File: src/logic/sktsq_pkg.sv
/*
  Constants and state encodings for the single-key touch sequencer.
  Assumes a 100 MHz clock; times are converted to cycle counts here.
*/
// What this block does
// - mode-select high: fast mode, about 1 ms between bursts.
// - mode-select low: low power mode, about 85 ms sleep after each burst.
// - low power uses fast spacing while a possible touch is being confirmed.
// - mode-select sampled at burst end; low in fast mode enters synchronised mode.
// - synchronised mode: burst only on each falling edge; pulses exceed 10 us.
// - mode-select unchanged over 85 ms in synchronised mode: leave, follow level.
// - synchronised mode bypasses confirmation: one detecting burst is a detection.
// - recalibration timeout counted in bursts, not time.
// - detection when signal exceeds reference by 13 counts.
// - release hysteresis two counts below threshold while detecting.
// - continuous detection timed in bursts; about 80 s at fast spacing forces full recalibration.
// - confirmation counter counts detecting bursts to four; miss clears it.
// - no recalibration input; recalibrate only at power-up or timeout.
// - reference tracks signal slew-limited only while not detecting.
// - reference follows falling signal faster than rising signal.
// - oscillator varied plus or minus 7.5 percent during each burst.
// - output high while detection confirmed; timeout recalibrates and drops it.
// - low power and sync modes: output high impedance 15 us before each burst.
package sktsq_pkg;
  localparam int unsigned CLK_HZ = 100_000_000;
  localparam int unsigned FAST_GAP_US = 1000;
  localparam int unsigned LP_GAP_US = 85000;
  localparam int unsigned SYNC_TMO_US = 85000;
  localparam int unsigned ALIVE_US = 15;
  localparam int unsigned ON_MAX_MS = 80000;
  localparam int unsigned FAST_GAP_CYC = FAST_GAP_US * (CLK_HZ / 1_000_000);
  localparam int unsigned LP_GAP_CYC = LP_GAP_US * (CLK_HZ / 1_000_000);
  localparam int unsigned SYNC_TMO_CYC = SYNC_TMO_US * (CLK_HZ / 1_000_000);
  localparam int unsigned ALIVE_CYC = ALIVE_US * (CLK_HZ / 1_000_000);
  // max on-duration in bursts at fast spacing
  localparam int unsigned ON_MAX_BURSTS = ON_MAX_MS / (FAST_GAP_US / 1000);
  localparam logic [11:0] THRESHOLD = 12'h00d;
  localparam logic [11:0] HYSTERESIS = 12'h002;
  localparam logic [2:0] CONFIRM_COUNT = 3'h4;
  localparam logic [11:0] STEP_DOWN = 12'h004;
  localparam logic [11:0] STEP_UP = 12'h001;
  localparam logic [3:0] DRIFT_DIV = 4'h8;
  localparam logic [7:0] SPREAD_PCT_X10 = 8'h4b;
  localparam logic [3:0] SPREAD_STEPS = 4'hf;
  localparam int unsigned GAP_W = 24;
  localparam int unsigned ONCNT_W = 17;
  localparam logic [11:0] REF_RESET = 12'h000;
  typedef enum logic [2:0] {
    SKTSQ_CAL = 3'b000,
    SKTSQ_GAP = 3'b001,
    SKTSQ_ALIVE = 3'b010,
    SKTSQ_BURST = 3'b011,
    SKTSQ_SLEEP = 3'b100
  } sktsq_state_type;
  typedef enum logic [1:0] {
    SKTSQ_FAST = 2'b00,
    SKTSQ_LOWPWR = 2'b01,
    SKTSQ_SYNC = 2'b10
  } sktsq_mode_type;
endpackage : sktsq_pkg

File: src/logic/sktsq_top.sv
/*
  Burst sequencer and signal processing for one capacitive key.
  Assumes an analog front end that runs a burst on burst_start and
  returns the count on burst_value with burst_done; select is a pin.
*/
`timescale 1ns/1ns
`default_nettype none
module sktsq_top
  import sktsq_pkg::*;
(
  // clock and reset
  input wire logic clock,
  input wire logic rst_n,
  // mode-select pin
  input wire logic select,
  // measurement front end
  output logic burst_start,
  input wire logic burst_done,
  input wire logic [11:0] burst_value,
  output logic [3:0] osc_trim,
  // touch output pin
  output logic touch_out,
  output logic touch_oe,
  // status
  output logic [1:0] run_mode
);
  import sktsq_pkg::*;

  ////////////////////////////////////////////////////////////////////////
  // reset release and pin synchroniser
  logic rst_a_reg, rst_b_reg;
  always_ff @(posedge clock or negedge rst_n) begin
    if (!rst_n) begin
      rst_a_reg <= 1'b0;
      rst_b_reg <= 1'b0;
    end else begin
      rst_a_reg <= 1'b1;
      rst_b_reg <= rst_a_reg;
    end
  end
  wire logic rst_sync_n = rst_b_reg;

  // select chain resets to the fast-mode level; no sleep state is live then
  // sel_c only delays sel_b to find edges, nothing else reads sel_a
  logic sel_a_reg, sel_b_reg, sel_c_reg;
  always_ff @(posedge clock or negedge rst_sync_n) begin
    if (!rst_sync_n) begin
      sel_a_reg <= 1'b1;
      sel_b_reg <= 1'b1;
      sel_c_reg <= 1'b1;
    end else begin
      sel_a_reg <= select;
      sel_b_reg <= sel_a_reg;
      sel_c_reg <= sel_b_reg;
    end
  end
  wire logic sel_fall = sel_c_reg & ~sel_b_reg;
  wire logic sel_edge = sel_c_reg ^ sel_b_reg;

  ////////////////////////////////////////////////////////////////////////
  // sequencer and processing state
  sktsq_state_type state_reg, state_next;
  sktsq_mode_type mode_reg, mode_next;
  logic [GAP_W-1:0] gap_reg, gap_next;
  logic [GAP_W-1:0] idle_reg, idle_next;
  logic [11:0] ref_reg, ref_next;
  logic [2:0] conf_reg, conf_next;
  logic detect_reg, detect_next;
  logic [ONCNT_W-1:0] on_reg, on_next;
  logic [3:0] drift_reg, drift_next;
  logic [3:0] trim_reg, trim_next;
  logic start_reg, start_next;
  logic oe_reg, oe_next;
  logic recal_reg, recal_next;

  function automatic logic [11:0] delta_up(input logic [11:0] sig, input logic [11:0] rf);
    delta_up = (sig > rf) ? 12'(sig - rf) : 12'h000;
  endfunction : delta_up

  function automatic logic is_sync(input sktsq_mode_type m);
    is_sync = (m == SKTSQ_SYNC);
  endfunction : is_sync

  function automatic logic in_burst(input sktsq_state_type s);
    in_burst = (s == SKTSQ_BURST);
  endfunction : in_burst

  function automatic logic [GAP_W-1:0] spacing(input sktsq_mode_type m, input logic busy);
    spacing = (m == SKTSQ_LOWPWR && !busy) ? GAP_W'(LP_GAP_CYC) : GAP_W'(FAST_GAP_CYC);
  endfunction : spacing

  ////////////////////////////////////////////////////////////////////////
  // events shared by the processing groups
  logic hit;
  logic done_now;
  logic on_expire;
  logic recal_now;
  logic [11:0] delta;
  always_comb begin
    // delta is zero when the signal sits below the reference
    delta = delta_up(burst_value, ref_reg);
    hit = detect_reg ? (delta >= 12'(THRESHOLD - HYSTERESIS)) : (delta >= THRESHOLD);
    // answers outside a burst are ignored
    done_now = in_burst(state_reg) && burst_done;
    // on-duration runs out on this burst
    on_expire = detect_reg && hit && (on_reg + 1'b1 >= ONCNT_W'(ON_MAX_BURSTS));
    // only power-up or timeout recalibrates; recal_reg is the power-up case
    recal_now = done_now && (recal_reg || on_expire);
  end

  ////////////////////////////////////////////////////////////////////////
  // burst sequencer
  logic pending;
  logic [GAP_W-1:0] gap_len;
  always_comb begin
    state_next = state_reg;
    mode_next = mode_reg;
    gap_next = gap_reg;
    idle_next = idle_reg;
    start_next = 1'b0;
    oe_next = 1'b1;
    // confirmation in progress uses fast spacing
    pending = (conf_reg != 3'h0) && !detect_reg;
    gap_len = spacing(mode_reg, pending);
    unique case (state_reg)
      SKTSQ_CAL: begin
        start_next = 1'b1;
        state_next = SKTSQ_BURST;
      end
      SKTSQ_GAP: begin
        gap_next = gap_reg + 1'b1;
        if (gap_reg + 1'b1 >= gap_len) begin
          gap_next = '0;
          // alive pulse ahead of slow bursts
          if (mode_reg == SKTSQ_LOWPWR) begin
            state_next = SKTSQ_ALIVE;
          end else begin
            start_next = 1'b1;
            state_next = SKTSQ_BURST;
          end
        end
      end
      SKTSQ_SLEEP: begin
        // unchanged select too long leaves sync mode
        idle_next = sel_edge ? '0 : idle_reg + 1'b1;
        if (sel_fall) begin
          idle_next = '0;
          state_next = SKTSQ_ALIVE;
        end else if (idle_reg >= GAP_W'(SYNC_TMO_CYC)) begin
          idle_next = '0;
          mode_next = sel_b_reg ? SKTSQ_FAST : SKTSQ_LOWPWR;
          state_next = sel_b_reg ? SKTSQ_GAP : SKTSQ_ALIVE;
        end
      end
      SKTSQ_ALIVE: begin
        // release the output for the alive pulse
        oe_next = 1'b0;
        gap_next = gap_reg + 1'b1;
        // count runs one past the pulse so the pin is released a full width
        if (gap_reg >= GAP_W'(ALIVE_CYC)) begin
          gap_next = '0;
          oe_next = 1'b1;
          start_next = 1'b1;
          state_next = SKTSQ_BURST;
        end
      end
      SKTSQ_BURST: begin
        // the answer closes the burst; processing runs in its own groups
        if (burst_done) begin
          gap_next = '0;
          idle_next = '0;
          if (is_sync(mode_reg)) begin
            state_next = SKTSQ_SLEEP;
          end else if (sel_b_reg) begin
            mode_next = SKTSQ_FAST;
            state_next = SKTSQ_GAP;
          end else if (mode_reg == SKTSQ_FAST) begin
            // low sample in fast mode sleeps into sync mode
            mode_next = SKTSQ_SYNC;
            state_next = SKTSQ_SLEEP;
          end else begin
            // low power stays low power while select is low
            state_next = SKTSQ_GAP;
          end
        end
      end
      default: begin
        state_next = SKTSQ_CAL;
      end
    endcase
  end

  always_ff @(posedge clock or negedge rst_sync_n) begin
    if (!rst_sync_n) begin
      state_reg <= SKTSQ_CAL;
      mode_reg <= SKTSQ_FAST;
      gap_reg <= '0;
      idle_reg <= '0;
      start_reg <= 1'b0;
      oe_reg <= 1'b1;
    end else begin
      state_reg <= state_next;
      mode_reg <= mode_next;
      gap_reg <= gap_next;
      idle_reg <= idle_next;
      start_reg <= start_next;
      oe_reg <= oe_next;
    end
  end

  ////////////////////////////////////////////////////////////////////////
  // confirmation and detection
  always_comb begin
    conf_next = conf_reg;
    detect_next = detect_reg;
    recal_next = recal_reg;
    // a hit while already detecting only feeds the on-duration timer
    if (recal_now) begin
      conf_next = 3'h0;
      detect_next = 1'b0;
      recal_next = 1'b0;
    end else if (done_now && hit && !detect_reg) begin
      if (is_sync(mode_reg)) begin
        detect_next = 1'b1;
      end else begin
        conf_next = conf_reg + 3'h1;
        if (conf_reg + 3'h1 >= CONFIRM_COUNT) begin
          detect_next = 1'b1;
          conf_next = 3'h0;
        end
      end
    end else if (done_now && !hit) begin
      conf_next = 3'h0;
      detect_next = 1'b0;
    end
  end

  always_ff @(posedge clock or negedge rst_sync_n) begin
    if (!rst_sync_n) begin
      conf_reg <= 3'h0;
      detect_reg <= 1'b0;
      recal_reg <= 1'b1;
    end else begin
      conf_reg <= conf_next;
      detect_reg <= detect_next;
      recal_reg <= recal_next;
    end
  end

  ////////////////////////////////////////////////////////////////////////
  // on-duration timer
  always_comb begin
    on_next = on_reg;
    // cleared by any quiet burst so each detection is timed afresh
    if (recal_now) begin
      on_next = '0;
    end else if (done_now && hit && detect_reg) begin
      on_next = on_reg + 1'b1;
    end else if (done_now && !hit) begin
      on_next = '0;
    end
  end

  always_ff @(posedge clock or negedge rst_sync_n) begin
    if (!rst_sync_n) begin
      on_reg <= '0;
    end else begin
      on_reg <= on_next;
    end
  end

  ////////////////////////////////////////////////////////////////////////
  // reference tracking
  always_comb begin
    ref_next = ref_reg;
    drift_next = drift_reg;
    if (recal_now) begin
      // reference reloaded from the current signal
      ref_next = burst_value;
    end else if (done_now && !hit) begin
      drift_next = drift_reg + 4'h1;
      // down steps every quiet burst so a removed obstruction recovers fast
      if (burst_value < ref_reg) begin
        ref_next = (12'(ref_reg - burst_value) > STEP_DOWN) ?
                   12'(ref_reg - STEP_DOWN) : burst_value;
      end else if (drift_reg + 4'h1 >= DRIFT_DIV) begin
        // up steps rarely so an approaching finger is not absorbed
        drift_next = 4'h0;
        if (burst_value > ref_reg) begin
          ref_next = 12'(ref_reg + STEP_UP);
        end
      end
    end
  end

  always_ff @(posedge clock or negedge rst_sync_n) begin
    if (!rst_sync_n) begin
      ref_reg <= REF_RESET;
      drift_reg <= 4'h0;
    end else begin
      ref_reg <= ref_next;
      drift_reg <= drift_next;
    end
  end

  ////////////////////////////////////////////////////////////////////////
  // spread-spectrum trim
  always_comb begin
    // centre outside bursts; the front end maps each step onto its range
    trim_next = 4'h8;
    // step oscillator trim through the spread range
    if (in_burst(state_reg) && !burst_done) begin
      trim_next = (trim_reg == SPREAD_STEPS) ? 4'h0 : trim_reg + 4'h1;
    end
  end

  always_ff @(posedge clock or negedge rst_sync_n) begin
    if (!rst_sync_n) begin
      trim_reg <= 4'h8;
    end else begin
      trim_reg <= trim_next;
    end
  end

  ////////////////////////////////////////////////////////////////////////
  // outputs
  assign burst_start = start_reg;
  assign osc_trim = trim_reg;
  assign touch_out = detect_reg;
  assign touch_oe = oe_reg;
  assign run_mode = mode_reg;
endmodule : sktsq_top
`default_nettype wire

File: config.mk
export PLATFORM = sky130hd
export DESIGN_NAME = sktsq_top
export DESIGN_NICKNAME = d
export VERILOG_FILES = /design/src/logic/sktsq_pkg.sv /design/src/logic/sktsq_top.sv
export SDC_FILE = /design/constraint.sdc
export NUM_CORES = 1
export LEC_CHECK = 0
export BUFFER_PORTS_ARGS = -buffer_cell sky130_fd_sc_hd__buf_2
export CAP_MARGIN = 20
export CORE_ASPECT_RATIO = 1.2
export CORE_MARGIN = 4
export CORE_UTILIZATION = 50
export CTS_CLUSTER_DIAMETER = 120
export DETAILED_ROUTE_END_ITERATION = 7
export PLACE_DENSITY = 0.66
export SLEW_MARGIN = 20
export SYNTH_ARGS = -nofsm -noshare
export SYNTH_HDL_FRONTEND = slang
export SYNTH_SLANG_ARGS = --single-unit
File: constraint.sdc
create_clock -name clock -period 5.42 [get_ports clock]
set_input_delay 0.271 -clock clock [delete_from_list [all_inputs] [get_ports clock]]
set_output_delay 0.271 -clock clock [all_outputs]
set_load 0.03 [all_outputs]
==> flow_summary_export.csv <==
group,metric,value,unit
timing,max_freq,0.242,GHz
timing,fin_worst_skew,0.0103,ns
routing,routed_via_density,6.13,
timing,fin_tns_setup,0,ns
cells_and_area,n_antenna_cell,0,
clock_network,cts_buffers,9,
synthesis,ys_seq_area_share,32.2,%
synthesis,synth-edff-count,0,
place,placed_area,8150,sq um
clock_network,clk_pin_slew,0.07,ns
worst_setup_path,rrSetupSlack,1.29,ns
synthesis,avgSynthCellArea,8.06,sq um
clock_network,htreeDepth,3,
place,place_inst,1176,
die,die_w,123,microns
worst_setup_path,cp.arrival,4.42,ns
synthesis,ys_ff_latch,102,
routing,antenna_left,0,
cells_and_area,fin_util,54.1,%
timing,min_period_over_period,76.2,%
min_path,hp-class,"in2async",
clock_network,clock_path_buffers,2,
synthesis,syn_inst,987,
synthesis,synthAdderAreaFrac,7.01,%
synthesis,synthFlopType,"dfrtp_1",
cells_and_area,final_cell_area,8460,sq um
pwr,clkPwrFrac,17.9,%
timing,relSlewSlack,35.3,%
synthesis,synthXorXnorAreaFrac,2.09,%
die,num_rows,50,
global_route,grt_use_total,21.8,%
clock_network,post_cts_buffers,0,
synthesis,yosys_warnings,0,
pwr,internal_power,1.89,mW
routing,wl_per_cell,16.3,microns
routing,firstDrtPassIters,5,
timing,final_max_slew_viol_count,0,
worst_setup_path,critPathKind,"reg2reg",
place,portBuffers,24,
cells_and_area,syn_to_final_growth,6.22,%
global_route,grt_antenna_before_repair,0,
routing,wirelength,19400,microns
timing,rsz0062_at_grt,"no",
synthesis,synthesis.nets,1047,
worst_setup_path,start_kind,"register",
worst_setup_path,end_kind,"register",
timing,hold_ws,0.224,ns
pwr,ir_worst_vdd,0.238,mV
worst_setup_path,worst_ep_required_time,5.71,ns
clock_network,clkSinkCount,102,
die,pin_count,25,
routing,dr.first_iter.drc_count,527,
cells_and_area,drive_gt1_share,8.11,%
die,core_area,15600,sq um
pwr,pwr-share-seq,30.2,%
synthesis,synthMuxAreaShare,1.13,%
synthesis,synth_compound_area_share,25.9,%
clock_network,cts_tree,"built",
pwr,leakage,3.55,nW
worst_setup_path,reg2reg_depth,12,
routing,vias,7316,
cells_and_area,finalNetCount,1041,
synthesis,ys_async_sr_fraction,100,%
die,die_area,18000,sq um
timing,hold_viol_final,0,
global_route,grt_pass1_vias,6677,
routing,drc,0,
die,fp.dieH,146,microns
synthesis,yosys.area_share.simple,26.1,%
worst_setup_path,r2r-end,"gap_reg[14]",
timing,tightest_slew,0.966,ns
clock_network,root_buffer,"clkbuf_16",
cells_and_area,final_cells,1194,
timing,min_period,4.13,ns
worst_setup_path,reg2reg_from,"gap_reg[3]",
worst_setup_path,critical_path.max_fanout,27,
die,initial_core_util,50.9,%
synthesis,netlist_area,7960,sq um
outcome,status,"finished, final reports clean",
global_route,grt_max_degree,62,
synthesis,synth_top_family_by_area,"simple AND/OR/NAND/NOR gates",
pwr,combPwrFrac,51.9,%
place,hpwl,13900,microns
timing,setup_viol,0,
clock_network,ctsResizeCount,0,
global_route,grt_first_pass_wirelength,32600,microns
job,cap_violations,0,
place,gp_congestion,0.856,
pwr,powerDensity,418,nW/um^2
pwr,p_sw_share,46.5,%
global_route,gr-total-overflow,0,
synthesis,ys_types,91,
pwr,net-switching-power,1.65,mW
clock_network,clk-insertion-delay-late,0.35,ns
[stage by stage]
stage,total power [mW],setup WS [ns]
final,3.54,1.29
after global routing,3.85,0.867
after CTS,3.55,1.31
after detailed placement,2.90,1.34
after global placement,2.88,1.38
after floorplan,2.50,2.17
[layer usage]
layer / part of all wire, % / vias up / GRT usage (%)
li1: - / 3644 / -
met3: 2.4 / 31 / 2.29
met1: 47 / 3508 / 30.9
met5: 0 / - / 0
met2: 48 / 133 / 34.6
met4: 2.3 / 0 / 7.48
[worst max-delay path by stage]
stage,start,endpoint,cells past startpoint
6_report,gap_reg[3],gap_reg[14],12
5_1_grt,gap_reg[3],gap_reg[2],12
4_1_cts,gap_reg[2],gap_reg[14],12
3_5_place_dp,gap_reg[2],gap_reg[14],12
3_3_place_gp,gap_reg[2],gap_reg[14],12
2_1_floorplan,ref_reg[0],ref_reg[2],12
[power groups by stage]
| stage | Clock, mW | Combinational (mW) | Sequential (mW) |
|---|---|---|---|
| after floorplan | 0 | 1.44 | 1.06 |
| after global placement | 0 | 1.81 | 1.08 |
| after detailed placement | 0 | 1.82 | 1.08 |
| after CTS | 0.652 | 1.83 | 1.07 |
| after global routing | 0.683 | 2.07 | 1.10 |
| final | 0.635 | 1.84 | 1.07 |
[cells in the mapped netlist, types with 7 or more instances]
cell type  number  share of area, %
nand2_1       111               5.2
dfrtp_1        96                30
o21ai_0        91               5.7
nor2_1         70               3.3
nand3_1        59               3.7
inv_1          50               2.4
a21oi_1        47               3.0
ha_1           43               6.8
nor3_1         30               1.9
clkbuf_1       28               1.3
and3_1         27               2.1
a31oi_1        23               1.8
nand4_1        22               1.7
and2_1         16               1.3
a21o_1         15               1.4
a22o_1         15               1.7
nor2b_1        14               1.1
buf_2          12              0.75
xnor2_1        12               1.3
nor4_1         10              0.79
o21ai_1        10              0.63
o22ai_1         9              0.71
o21a_1          8              0.75
o31ai_1         8              0.75
xor2_1          7              0.77
[final cells by class]
cell class,count,area (sq um)
Fill cell,1527,7180
Multi-Input combinational cell,784,4960
Sequential cell,102,2560
Tap cell,208,260
Clock buffer,11,243
Timing Repair Buffer,34,200
Inverter,50,188
Clock inverter,5,43.8
[worst max-delay path: stages (launching register included)]
cell and delay, ns:
dfrtp_1 0.46, nand4_1 0.29, nor4_2 0.45, nand3_1 0.14, xnor2_1 0.21, ha_1 0.29, a2111oi_0 0.39, a32oi_1 0.17
o22ai_1 0.31, a21boi_2 0.09, buf_4 0.22, nor2_1 0.75, a32o_1 0.28
[logic make-up after synthesis]
group,after synthesis
multiplexers,8
XOR/XNOR,19
AO/OA/AOI/OAI,305
flip-flops,102
other,1
AND/OR/NAND/NOR,407
buffers and inverters,101
adder cells (fa/ha/maj),44
[timing repair]
item | CTS | global route
endpoints found under the setup margin | 0 | 0
hold buffers | 1 | 1
hold endpoints to repair | 2 | 1
[placed cells by master, fill, tap and decap left out, types with 5 or more instances in the layout]
cell	n
nor4_1	10
o21ai_1	10
nor2_1	70
a221oi_1	6
o22ai_1	9
and3_1	27
ha_1	43
a21o_1	15
nand2_1	111
and2_1	16
buf_4	8
nand4_1	22
a22oi_1	5
clkbuf_16	9
inv_1	50
xor2_1	7
o21a_1	8
o31ai_1	8
a21oi_1	47
or4_1	6
dfstp_2	6
nor3_1	30
a22o_1	15
dfrtp_1	95
buf_2	24
nor3b_1	5
and4_1	6
a31oi_1	23
xnor2_1	12
nand2b_1	6
o22a_1	5
nand3_1	59
or3_1	5
o21ai_0	91
nor2b_1	14
(Power assumes the default switching activity.)
